File: src/sdt_pkg.sv
// Constants, field layout and types of the split dual 8-bit timer registers
package sdt_pkg;

  // ---------------------------------------------------------------
  // Register indices (byte address is four times the index)
  // ---------------------------------------------------------------
  localparam logic [5:0] CTRL_A_IDX    = 6'h00;
  localparam logic [5:0] CTRL_D_IDX    = 6'h03;
  localparam logic [5:0] CMD_CLR_IDX   = 6'h04;
  localparam logic [5:0] CMD_SET_IDX   = 6'h05;
  localparam logic [5:0] INT_EN_IDX    = 6'h0a;
  localparam logic [5:0] INT_FLAG_IDX  = 6'h0b;
  localparam logic [5:0] DBG_CTRL_IDX  = 6'h0e;
  localparam logic [5:0] LOW_COUNTER_VALUE_IDX      = 6'h20;
  localparam logic [5:0] HIGH_COUNTER_VALUE_IDX      = 6'h21;
  localparam logic [5:0] LOW_PERIOD_IDX      = 6'h26;
  localparam logic [5:0] HIGH_PERIOD_IDX      = 6'h27;
  localparam logic [5:0] LCMP_BASE_IDX = 6'h28;
  localparam logic [5:0] LCMP_STEP     = 6'h02;

  // ---------------------------------------------------------------
  // Field positions
  // ---------------------------------------------------------------
  localparam int unsigned ENABLE_BIT   = 0;
  localparam int unsigned PSEL_LSB     = 1;
  localparam int unsigned SPLIT_BIT    = 0;
  localparam int unsigned TARGET_LSB   = 0;
  localparam int unsigned CMD_LSB      = 2;
  localparam int unsigned LOW_UNDERFLOW_BIT     = 0;
  localparam int unsigned HIGH_UNDERFLOW_BIT     = 1;
  localparam int unsigned LOW_COMPARE_CH0_BIT    = 4;
  localparam int unsigned DBG_RUN_BIT  = 0;

  // ---------------------------------------------------------------
  // Reset values and masks
  // ---------------------------------------------------------------
  localparam logic [7:0] BYTE_RST      = 8'h00;
  localparam logic [7:0] CNT_RST       = 8'h00;
  localparam logic [7:0] PER_RST       = 8'h00;
  localparam logic [7:0] CMP_RST       = 8'h00;
  localparam logic [7:0] IRQ_MASK      = 8'h73;
  localparam int unsigned PRESC_W      = 10;

  localparam logic [1:0] RESP_OKAY     = 2'h0;
  localparam logic [1:0] RESP_SLVERR   = 2'h2;

  // ---------------------------------------------------------------
  // Types
  // ---------------------------------------------------------------
  typedef enum logic [1:0] {
    CMD_NONE       = 2'h0,
    CMD_RESERVED   = 2'h1,
    CMD_RESTART    = 2'h2,
    CMD_HARD_RESET = 2'h3
  } sdt_cmd_type;

  typedef struct packed {
    logic [2:0] prescale_select;
    logic       enable;
  } sdt_ctrl_type;

  // Prescaler terminal mask for /1 .. /1024
  function automatic logic [PRESC_W-1:0] presc_mask(input logic [2:0] sel);
    unique case (sel)
      3'h0: presc_mask = 10'h000;
      3'h1: presc_mask = 10'h001;
      3'h2: presc_mask = 10'h003;
      3'h3: presc_mask = 10'h007;
      3'h4: presc_mask = 10'h00f;
      3'h5: presc_mask = 10'h03f;
      3'h6: presc_mask = 10'h0ff;
      3'h7: presc_mask = 10'h3ff;
    endcase
  endfunction : presc_mask

endpackage : sdt_pkg

File: src/sdt_timer.sv
// Split dual 8-bit down-counter timer with AXI4-Lite register slave
`timescale 1ns/10ps

module sdt_timer
  import sdt_pkg::*;
#(
  parameter int unsigned ADDR_W = 8
) (
  input  wire logic              i_clk,
  input  wire logic              i_nrst,
  input  wire logic [ADDR_W-1:0] i_s_axi_awaddr,
  input  wire logic              i_s_axi_awvalid,
  output logic                   o_s_axi_awready,
  input  wire logic [31:0]       i_s_axi_wdata,
  input  wire logic [3:0]        i_s_axi_wstrb,
  input  wire logic              i_s_axi_wvalid,
  output logic                   o_s_axi_wready,
  output logic [1:0]             o_s_axi_bresp,
  output logic                   o_s_axi_bvalid,
  input  wire logic              i_s_axi_bready,
  input  wire logic [ADDR_W-1:0] i_s_axi_araddr,
  input  wire logic              i_s_axi_arvalid,
  output logic                   o_s_axi_arready,
  output logic [31:0]            o_s_axi_rdata,
  output logic [1:0]             o_s_axi_rresp,
  output logic                   o_s_axi_rvalid,
  input  wire logic              i_s_axi_rready,
  input  wire logic              i_debug_halt,
  output logic [7:0]             o_int_req
);

  initial begin
    if (ADDR_W < 8) begin
      $error("ADDR_W must be at least 8");
    end
  end

  // ---------------------------------------------------------------
  // Decoding helpers
  // ---------------------------------------------------------------
  function automatic logic is_mapped(input logic [ADDR_W-1:0] a);
    logic [5:0] ix;
    ix = a[7:2];
    is_mapped = (a >> 8) == '0 &&
                (ix == CTRL_A_IDX || ix == CTRL_D_IDX || ix == CMD_CLR_IDX ||
                 ix == CMD_SET_IDX || ix == INT_EN_IDX || ix == INT_FLAG_IDX ||
                 ix == DBG_CTRL_IDX || ix == LOW_COUNTER_VALUE_IDX || ix == HIGH_COUNTER_VALUE_IDX ||
                 ix == LOW_PERIOD_IDX || ix == HIGH_PERIOD_IDX ||
                 (ix >= LCMP_BASE_IDX && ix <= LCMP_BASE_IDX + 6'h04 && !ix[0]));
  endfunction : is_mapped

  // ---------------------------------------------------------------
  // AXI4-Lite write channel
  // ---------------------------------------------------------------
  logic              aw_held_q;
  logic [ADDR_W-1:0] aw_addr_q;
  logic              w_held_q;
  logic [31:0]       w_data_q;
  logic              w_lane0_q;
  logic              bvalid_q;
  logic [1:0]        bresp_q;
  logic              wr_fire;
  logic              wr_en;
  logic [5:0]        wr_idx;
  logic [7:0]        wr_byte;

  assign o_s_axi_awready = !aw_held_q;
  assign o_s_axi_wready  = !w_held_q;
  assign o_s_axi_bvalid  = bvalid_q;
  assign o_s_axi_bresp   = bresp_q;
  assign wr_fire = aw_held_q && w_held_q && !bvalid_q;
  assign wr_en   = wr_fire && w_lane0_q && is_mapped(aw_addr_q);
  assign wr_idx  = aw_addr_q[7:2];
  assign wr_byte = w_data_q[7:0];

  always_ff @(posedge i_clk) begin
    if (!i_nrst) begin
      aw_held_q <= 1'b0;
      aw_addr_q <= '0;
    end else if (!aw_held_q && i_s_axi_awvalid) begin
      aw_held_q <= 1'b1;
      aw_addr_q <= i_s_axi_awaddr;
    end else if (wr_fire) begin
      aw_held_q <= 1'b0;
    end
  end

  always_ff @(posedge i_clk) begin
    if (!i_nrst) begin
      w_held_q  <= 1'b0;
      w_data_q  <= '0;
      w_lane0_q <= 1'b0;
    end else if (!w_held_q && i_s_axi_wvalid) begin
      w_held_q  <= 1'b1;
      w_data_q  <= i_s_axi_wdata;
      w_lane0_q <= i_s_axi_wstrb[0];
    end else if (wr_fire) begin
      w_held_q <= 1'b0;
    end
  end

  always_ff @(posedge i_clk) begin
    if (!i_nrst) begin
      bvalid_q <= 1'b0;
      bresp_q  <= RESP_OKAY;
    end else if (wr_fire) begin
      bvalid_q <= 1'b1;
      bresp_q  <= is_mapped(aw_addr_q) ? RESP_OKAY : RESP_SLVERR;
    end else if (i_s_axi_bready) begin
      bvalid_q <= 1'b0;
    end
  end

  // ---------------------------------------------------------------
  // Command decode
  // ---------------------------------------------------------------
  sdt_ctrl_type ctrl_q;
  logic         split_q;
  logic [1:0]   target_q;
  logic [7:0]   int_en_q;
  logic [7:0]   flag_q;
  logic         dbg_run_q;
  logic [7:0]   cnt_q [2];
  logic [7:0]   per_q [2];
  logic [7:0]   lcmp_q [3];
  sdt_cmd_type  wr_cmd;
  logic         set_wr;
  logic         restart;
  logic         hard_rst;
  logic         tmr_rst;

  assign set_wr  = wr_en && wr_idx == CMD_SET_IDX;
  assign wr_cmd  = sdt_cmd_type'(wr_byte[CMD_LSB+:2]);
  assign restart = set_wr && wr_cmd == CMD_RESTART;
  assign hard_rst = set_wr && wr_cmd == CMD_HARD_RESET &&
                    wr_byte[TARGET_LSB+:2] == 2'h3 && !ctrl_q.enable;
  assign tmr_rst = !i_nrst || hard_rst;

  // ---------------------------------------------------------------
  // Control registers
  // ---------------------------------------------------------------
  always_ff @(posedge i_clk) begin
    if (tmr_rst) begin
      ctrl_q <= sdt_ctrl_type'(BYTE_RST[3:0]);
    end else if (wr_en && wr_idx == CTRL_A_IDX) begin
      ctrl_q <= sdt_ctrl_type'(wr_byte[3:0]);
    end
  end

  always_ff @(posedge i_clk) begin
    if (tmr_rst) begin
      split_q <= BYTE_RST[SPLIT_BIT];
    end else if (wr_en && wr_idx == CTRL_D_IDX) begin
      split_q <= wr_byte[SPLIT_BIT];
    end
  end

  always_ff @(posedge i_clk) begin
    if (tmr_rst) begin
      target_q <= BYTE_RST[1:0];
    end else if (wr_en && wr_idx == CMD_CLR_IDX) begin
      target_q <= target_q & ~wr_byte[TARGET_LSB+:2];
    end else if (set_wr) begin
      target_q <= target_q | wr_byte[TARGET_LSB+:2];
    end
  end

  always_ff @(posedge i_clk) begin
    if (tmr_rst) begin
      int_en_q <= BYTE_RST;
      dbg_run_q <= BYTE_RST[DBG_RUN_BIT];
    end else begin
      if (wr_en && wr_idx == INT_EN_IDX) begin
        int_en_q <= wr_byte & IRQ_MASK;
      end
      if (wr_en && wr_idx == DBG_CTRL_IDX) begin
        dbg_run_q <= wr_byte[DBG_RUN_BIT];
      end
    end
  end

  // ---------------------------------------------------------------
  // Prescaler and run gating
  // ---------------------------------------------------------------
  logic [PRESC_W-1:0] presc_q;
  logic [PRESC_W-1:0] mask;
  logic               run;
  logic               tick;
  assign run  = ctrl_q.enable && split_q && (dbg_run_q || !i_debug_halt);
  assign mask = presc_mask(ctrl_q.prescale_select);
  assign tick = run && (presc_q & mask) == mask;

  always_ff @(posedge i_clk) begin
    if (tmr_rst || restart) begin
      presc_q <= '0;
    end else if (run) begin
      presc_q <= presc_q + 1'b1;
    end
  end

  // ---------------------------------------------------------------
  // Counters and periods
  // ---------------------------------------------------------------
  logic [1:0] cnt_wr;
  logic [1:0] unf_evt;
  for (genvar i = 0; i < 2; i++) begin : g_cnt
    localparam logic [5:0] CIDX = (i == 0) ? LOW_COUNTER_VALUE_IDX : HIGH_COUNTER_VALUE_IDX;
    localparam logic [5:0] PIDX = (i == 0) ? LOW_PERIOD_IDX : HIGH_PERIOD_IDX;
    assign cnt_wr[i]  = wr_en && wr_idx == CIDX;
    assign unf_evt[i] = tick && cnt_q[i] == 8'h00 && !cnt_wr[i] &&
                        !(restart && wr_byte[TARGET_LSB+i]);

    always_ff @(posedge i_clk) begin
      if (tmr_rst) begin
        cnt_q[i] <= CNT_RST;
      end else if (cnt_wr[i]) begin
        cnt_q[i] <= wr_byte;
      end else if (restart && wr_byte[TARGET_LSB+i]) begin
        cnt_q[i] <= per_q[i];
      end else if (tick) begin
        cnt_q[i] <= (cnt_q[i] == 8'h00) ? per_q[i] : cnt_q[i] - 8'h01;
      end
    end

    always_ff @(posedge i_clk) begin
      if (tmr_rst) begin
        per_q[i] <= PER_RST;
      end else if (wr_en && wr_idx == PIDX) begin
        per_q[i] <= wr_byte;
      end
    end
  end

  // ---------------------------------------------------------------
  // Low compare registers and match
  // ---------------------------------------------------------------
  logic [2:0] cmp_hit;
  for (genvar n = 0; n < 3; n++) begin : g_cmp
    localparam logic [5:0] MIDX = LCMP_BASE_IDX + LCMP_STEP * 6'(n);
    assign cmp_hit[n] = run && cnt_q[0] == lcmp_q[n];

    always_ff @(posedge i_clk) begin
      if (tmr_rst) begin
        lcmp_q[n] <= CMP_RST;
      end else if (wr_en && wr_idx == MIDX) begin
        lcmp_q[n] <= wr_byte;
      end
    end
  end

  // ---------------------------------------------------------------
  // Flags and interrupt requests
  // ---------------------------------------------------------------
  logic [7:0] flag_set;
  logic [7:0] flag_clr;
  always_comb begin
    flag_set = '0;
    flag_set[LOW_UNDERFLOW_BIT] = unf_evt[0];
    flag_set[HIGH_UNDERFLOW_BIT] = unf_evt[1];
    flag_set[LOW_COMPARE_CH0_BIT+:3] = cmp_hit;
    flag_clr = (wr_en && wr_idx == INT_FLAG_IDX) ? (wr_byte & IRQ_MASK) : 8'h00;
  end

  always_ff @(posedge i_clk) begin
    if (tmr_rst) begin
      flag_q <= BYTE_RST;
    end else begin
      flag_q <= (flag_q & ~flag_clr) | flag_set;
    end
  end

  always_ff @(posedge i_clk) begin
    if (!i_nrst) begin
      o_int_req <= BYTE_RST;
    end else begin
      o_int_req <= flag_q & int_en_q;
    end
  end

  // ---------------------------------------------------------------
  // AXI4-Lite read channel
  // ---------------------------------------------------------------
  logic [7:0] rd_byte;
  logic [5:0] rd_idx;
  logic       rvalid_q;
  assign rd_idx          = i_s_axi_araddr[7:2];
  assign o_s_axi_arready = !rvalid_q;
  assign o_s_axi_rvalid  = rvalid_q;

  always_comb begin
    rd_byte = 8'h00;
    unique case (rd_idx)
      CTRL_A_IDX:   rd_byte = {4'h0, ctrl_q};
      CTRL_D_IDX:   rd_byte = {7'h00, split_q};
      CMD_CLR_IDX,
      CMD_SET_IDX:  rd_byte = {6'h00, target_q};
      INT_EN_IDX:   rd_byte = int_en_q;
      INT_FLAG_IDX: rd_byte = flag_q;
      DBG_CTRL_IDX: rd_byte = {7'h00, dbg_run_q};
      LOW_COUNTER_VALUE_IDX:     rd_byte = cnt_q[0];
      HIGH_COUNTER_VALUE_IDX:     rd_byte = cnt_q[1];
      LOW_PERIOD_IDX:     rd_byte = per_q[0];
      HIGH_PERIOD_IDX:     rd_byte = per_q[1];
      LCMP_BASE_IDX:                         rd_byte = lcmp_q[0];
      LCMP_BASE_IDX + LCMP_STEP:             rd_byte = lcmp_q[1];
      LCMP_BASE_IDX + LCMP_STEP + LCMP_STEP: rd_byte = lcmp_q[2];
      default:      rd_byte = 8'h00;
    endcase
  end

  always_ff @(posedge i_clk) begin
    if (!i_nrst) begin
      rvalid_q      <= 1'b0;
      o_s_axi_rdata <= '0;
      o_s_axi_rresp <= RESP_OKAY;
    end else if (!rvalid_q && i_s_axi_arvalid) begin
      rvalid_q      <= 1'b1;
      o_s_axi_rdata <= is_mapped(i_s_axi_araddr) ? {24'h000000, rd_byte} : 32'h00000000;
      o_s_axi_rresp <= is_mapped(i_s_axi_araddr) ? RESP_OKAY : RESP_SLVERR;
    end else if (i_s_axi_rready) begin
      rvalid_q <= 1'b0;
    end
  end
endmodule : sdt_timer

File: config.mk
export PLATFORM = sky130hd
export DESIGN_NAME = sdt_timer
export DESIGN_NICKNAME = d
export VERILOG_FILES = /design/src/sdt_pkg.sv /design/src/sdt_timer.sv
export SDC_FILE = /design/constraint.sdc
export NUM_CORES = 1
export LEC_CHECK = 0
export BUFFER_PORTS_ARGS = -buffer_cell sky130_fd_sc_hd__buf_2
export CORE_MARGIN = 2
export CORE_UTILIZATION = 30
export CTS_CLUSTER_DIAMETER = 150
export DETAILED_ROUTE_END_ITERATION = 6
export SLEW_MARGIN = 20
export SYNTH_ARGS = -nofsm -noshare
export SYNTH_HDL_FRONTEND = slang
export SYNTH_SLANG_ARGS = --single-unit
File: constraint.sdc
create_clock -name i_clk -period 3.25 [get_ports i_clk]
set_input_delay 0.975 -clock i_clk [delete_from_list [all_inputs] [get_ports i_clk]]
set_output_delay 0.975 -clock i_clk [all_outputs]
set_load 0.05 [all_outputs]
Word level (Yosys, flattened, before mapping)
Memories as Yosys holds them, arrays and structs flattened. A register that Yosys moved wholly into a read port is not among the register bits.
Index checks and enable logic that the tools add are counted.
{"block": "totals", "ff_bits": 96, "ram_bits": 56, "mem_bits_ro": 80, "in_bits": 60, "elab_cells": 242, "memories": 4}
{"memory": "(name not given)", "words": 8, "word_bits": 10, "rd": 1, "rd_ports_with_merged_regs": 1, "write_ports": 0, "line_no": "sdt_pkg.sv:64", "rtl": "unique case (sel)"}
{"memory": "lcmp_q", "words": 3, "word_bits": 8, "rd": 3, "rd_ports_with_merged_regs": 0, "write_ports": 3, "line_no": "sdt_timer.sv:125", "rtl": "logic [7:0] lcmp_q [3];"}
{"memory": "cnt_q", "words": 2, "word_bits": 8, "rd": 2, "rd_ports_with_merged_regs": 0, "write_ports": 2, "line_no": "sdt_timer.sv:123", "rtl": "logic [7:0] cnt_q [2];"}
{"memory": "per_q", "words": 2, "word_bits": 8, "rd": 2, "rd_ports_with_merged_regs": 0, "write_ports": 2, "line_no": "sdt_timer.sv:124", "rtl": "logic [7:0] per_q [2];"}
{"block": "classes", "n_addsub": 3, "magnitude_cmp": 4, "n_eq_ne": 33, "n_mux": 69, "bitwise": 19, "n_reduce_logical": 91}
{"cell": "$mux 8", "count": 14}
{"cell": "$pmux 8 s13", "count": 1}
{"cell": "$eq 6x6->1 const B", "count": 14}
{"cell": "$mux 1", "count": 47}
{"cell": "$logic_and 1x1->1", "count": 43}
{"cell": "$eq 6x4->1 const B", "count": 6}
{"cell": "$logic_or 1x1->1", "count": 25}
{"cell": "$eq 6x3->1 const B", "count": 4}
{"cell": "$eq 8x8->1", "count": 3}
{"cell": "$logic_not 8->1", "count": 2}
{"cell": "$sub 8x1->8 const B", "count": 2}
{"cell": "$logic_not 1->1", "count": 13}
{"cell": "$eq 6x2->1 const B", "count": 2}
{"cell": "$ge 6x6->1 const B", "count": 2}
{"cell": "$le 6x6->1 const B", "count": 2}
{"cell": "$logic_not 6->1", "count": 2}
{"cell": "$or 1x1->1", "count": 11}
{"cell": "$add 10x1->10 const B", "count": 1}
{"cell": "$and 10x10->10", "count": 1}
{"cell": "$eq 10x10->1", "count": 1}
{"cell": "$reduce_bool 2->1", "count": 5}
{"cell": "$and 8x7->8", "count": 1}
{"cell": "$and 8x8->8", "count": 1}
{"cell": "$mux 2", "count": 4}
{"cell": "9 further kinds", "count": 12}

Logic depth before layout (Yosys ltp)
{"block": "logic_depth", "depth_word": 23, "ltp_mapped": 9, "ltp_nobuf": 7}

Least setup slack after synthesis
Ideal clock, no wire load.
{"block": "synth_timing", "kind": "input to register", "startpoint": "input i_s_axi_araddr[5]", "endpoint": "register o_s_axi_rdata[4]", "setup_time_ps": 76, "arrival_ps": 2466, "path_slack_ps": 708, "cell_stages": 6, "path_buffers": 1, "path_cell_list": "clkbuf_1 nor4b_1 and2_1 a22oi_1 and4_1 o21ai_0"}
{"block": "synth_between", "elab_chain_cells": 13, "word_cells_on_any_way": 32, "classes_between": "order compare (2); eq/ne (13); mux (2); reduce/logical (15)"}
{"element": "start, declared", "line_no": "sdt_timer.sv:21", "rtl": "input wire logic [ADDR_W-1:0] i_s_axi_araddr,"}
{"element": "$eq 6x2->1 / $logic_not 6->1 (equally long branches)", "line_no": "sdt_timer.sv:45, sdt_timer.sv:292"}
{"element": "$logic_or 1x1->1 (3 in a row)", "line_no": "sdt_timer.sv:45", "rtl": "(ix == CTRL_A_IDX || ix == CTRL_D_IDX || ix == CMD_CLR_IDX ||"}
{"element": "$logic_or 1x1->1 (3 in a row)", "line_no": "sdt_timer.sv:46", "rtl": "ix == CMD_SET_IDX || ix == INT_EN_IDX || ix == INT_FLAG_IDX ||"}
{"element": "$logic_or 1x1->1 (3 in a row)", "line_no": "sdt_timer.sv:47", "rtl": "ix == DBG_CTRL_IDX || ix == LOW_COUNTER_VALUE_IDX || ix == HIGH_COUNTER_VALUE_IDX ||"}
{"element": "$logic_or 1x1->1 (2 in a row)", "line_no": "sdt_timer.sv:48", "rtl": "ix == LOW_PERIOD_IDX || ix == HIGH_PERIOD_IDX ||"}
{"element": "$mux 8 (*)", "line_no": "sdt_timer.sv:318", "rtl": "o_s_axi_rdata <= is_mapped(i_s_axi_araddr) ? {24'h000000, rd_byte} : 32'h00000000;"}
{"element": "end signal, assigned", "line_no": "sdt_timer.sv:318"}
{"element": "end, declared", "line_no": "sdt_timer.sv:24", "rtl": "output logic [31:0] o_s_axi_rdata,"}
Mark *: on every way between the ends. The rest lies on a longest branch, timed or not.
A chain may end at the register's enable or synchronous reset.

==> flow_metrics.py <==
metrics = {
    "timing": {
        "relSlewSlack_pct": 45.55,
        "setup_tns_ns": 0,
        "maxClockFrequency_mhz": 380.3,
        "rsz0062_at_grt": "no",
        "drv_slew": 0,
        "fin_hold_ws_ns": 0.4444,
        "period_share_pct": 80.92,
        "worst_pin_slew_ns": 0.7961,
        "finalClockSkew_ns": 0.008282,
        "finalCriticalPeriod_ns": 2.630,
        "setup_viol": 0,
        "hold_viol_final": 0,
    },
    "clock_tree": {
        "cts.sinks": 125,
        "root_buffer": "clkbuf_16",
        "cts_buffers": 17,
        "cts_resized": 0,
        "clock_latency_ns": 0.42,
        "cts_tree": "yes",
        "hold_buffers": 0,
        "cts_htree_levels": 4,
        "cts_setup_buffers": 0,
        "clockBufferDepth": 2,
        "cts.clk_slew.worst_paths_ns": 0.06,
    },
    "power_and_ir_drop": {
        "leakage_uw": 0.003116,
        "ir_drop_v": 0.0003218,
        "power.density_nw_per_um2": 527.5,
    },
    "critical_path": {
        "critical_path_class": "flop to flop",
        "r2r_cells": 5,
        "end_kind": "flop",
        "start_kind": "flop",
        "rrSetupSlack_ns": 0.62,
        "r2r-end": "lcmp_q[2][1]",
        "r2r_start": "aw_addr_q[3]",
        "worst-path-max-fanout": 9,
        "cp_data_required_time_ns": 3.31,
        "arrival_ns": 2.69,
    },
    "synthesis": {
        "synth_area_um2": 7087,
        "synthFlopType": "dfxtp_1",
        "syn_area_per_cell_um2": 9.424,
        "async_flop_share_pct": 0,
        "synthDistinctLibCells": 76,
        "synth_seq_area_share_pct": 43.22,
        "synthCells": 752,
        "ys_seq_elements": 125,
        "synth_warnings": 0,
        "synth_edf_count": 56,
    },
    "hold_path": {
        "hold_path.startpoint": "o_s_axi_rdata[2]",
        "hold_path_class": "flop to flop",
        "whs_path_depth": 2,
        "hold_end": "o_s_axi_rdata[2]",
    },
    "floorplanning": {
        "die_area_um2": 24870,
        "coreArea_um2": 23330,
        "io_pins": 109,
        "rows": 56,
        "initial_core_util_pct": 30.37,
        "dieWidth_um": 157.7,
        "dieHeight_um": 157.7,
    },
    "finish": {
        "layout_common_cells": "dfxtp_1, nand2_1, nor2_1, edfxtp_1, buf_2",
        "fin_util_pct": 35.41,
        "syn_to_final_growth_pct": 16.58,
        "fill_cells": 2378,
        "mostFrequentLayoutCell": "dfxtp_1",
        "drive_gt1_share_pct": 15.92,
        "n_antenna_cell": 0,
        "fin_nets": 856,
    },
    "route": {
        "drc_errors": 0,
        "drt_iter0_drc": 590,
        "ant_nets": 0,
        "drt-met1-wl_mm": 9.327,
        "drtPass1Iterations": 5,
        "vias_per_cell": 5.160,
        "top_layer": "met4",
        "route.met3.wl_mm": 1.767,
        "wirelength_mm": 19.98,
        "dr_wl_met2_mm": 8.404,
        "vias": 5795,
        "avgRoutedWirePerCell_um": 17.79,
    },
    "flow_run": {
        "drv_cap": 0,
    },
    "global_routing": {
        "antenna_found_initial": 0,
        "first_global_vias": 5427,
        "grt_pass1_wl_mm": 30.86,
        "grt_max_degree": 22,
        "gr-total-overflow": 0,
        "grt_util_all_layers_pct": 16.44,
    },
    "place": {
        "gp_congestion": 0.9494,
        "port_buffers": 48,
        "hpwlAfterDp_mm": 14.76,
    },
    "status": {
        "outcome": "finished clean",
    },
}
[report_power, final]
group,switching (µW),internal (µW),total (µW)
combinational,289,114,403
sequential,64.4,1680,1750
clock,724,1480,2210
total,1080,3280,4360
[cells by family (layout without fill, tap and decap cells)]
logic type      count (synthesis)  in the layout  synth area share, %
other cells                     1             29              0.05292
xor+xnor                       44             44                5.438
fa+ha+maj                       5              5               0.8828
buf+inv                       102            126                7.327
compound gates                145            145                16.00
simple gates                  303            303                23.20
flops                         125            125                43.22
mux                            27             27                3.884
[per-layer routing]
layer,vias to the layer above,GRT usage [%]
met1,2728,23.04
met3,37,3.997
met2,279,24.33
li1,2751,-
met5,-,0
met4,0,6.277
[worst max-delay path: stages (launching register included)]
cell and delay [ns]:
dfxtp_1 0.52, and2_1 0.34, o21ai_0 0.11, a21o_1 0.38
a21oi_1 0.38, a41o_1 0.53
[sequential cells by signal (all words and copies together), names as in the netlist, 6 cells and up, named ones only]
| name | count |
|---|---|
| per_q | 16 |
| lcmp_q | 24 |
| cnt_q | 16 |
| o_s_axi_rdata | 8 |
| presc_q | 10 |
| mask | 7 |
| aw_addr_q | 6 |
| w_data_q | 8 |
[through the flow]
stage	total power [µW]	cells	setup slack, ns	instance area (µm²)
2_1_floorplan	2088	780	0.7079	7192
3_5_place_dp	2178	1091	0.4816	7574
6_report	4358	1123	0.6202	8262
4_1_cts	4381	1123	0.6389	8262
5_1_grt	4487	1123	0.5077	8262
3_3_place_gp	2177	1091	0.5092	7574
[worst max-delay path by stage]
stage	startpoint	endpoint	slack, ns	cells past startpoint
after global routing	aw_addr_q[3]	lcmp_q[2][0]	0.51	5
after detailed placement	i_s_axi_araddr[4]	o_s_axi_rdata[5]	0.48	7
final	aw_addr_q[3]	lcmp_q[2][1]	0.62	5
after CTS	aw_addr_q[3]	lcmp_q[2][0]	0.64	5
after global placement	i_s_axi_araddr[4]	o_s_axi_rdata[3]	0.51	7
after floorplan	i_s_axi_araddr[5]	o_s_axi_rdata[4]	0.71	6
[cell type report]
cell class	count	area (µm²)	share of cell area, %
clock buffers	18	450.4	5.452
clock inverters	14	237.7	2.877
inverters	24	90.09	1.090
multi-input cells	553	3616	43.77
flip-flops and latches	125	3063	37.07
repair buffers	70	405.4	4.907
well taps	319	399.1	4.831
[Yosys cell counts, types with 4 or more instances]
| master | count | area (µm²) |
|---|---|---|
| dfxtp_1 | 69 | 1381 |
| nand2_1 | 68 | 255.2 |
| nor2_1 | 57 | 214.0 |
| edfxtp_1 | 56 | 1682 |
| and2_1 | 45 | 281.5 |
| clkbuf_1 | 38 | 142.6 |
| a21oi_1 | 35 | 175.2 |
| xor2_1 | 32 | 280.3 |
| buf_4 | 31 | 232.7 |
| nand3_1 | 29 | 145.1 |
| o21ai_0 | 25 | 125.1 |
| inv_1 | 24 | 90.09 |
| mux2i_1 | 23 | 230.2 |
| nor3_1 | 15 | 75.07 |
| a22oi_1 | 14 | 105.1 |
| nor2b_1 | 14 | 87.58 |
| nor4_1 | 14 | 87.58 |
| xnor2_1 | 12 | 105.1 |
| a32oi_1 | 10 | 87.58 |
| and3_1 | 10 | 62.56 |
| nand4_1 | 9 | 56.30 |
| and4_1 | 7 | 61.31 |
| a211oi_1 | 6 | 45.04 |
| a2111oi_4 | 5 | 137.6 |
| a22o_1 | 5 | 43.79 |
| ha_1 | 5 | 62.56 |
| nand2b_1 | 5 | 31.28 |
| a31o_2 | 4 | 35.03 |
| a31oi_1 | 4 | 25.02 |
| buf_2 | 4 | 20.02 |
| mux2_2 | 4 | 45.04 |
| o221ai_1 | 4 | 35.03 |
Note: power is estimated with default switching activity, not from simulation.
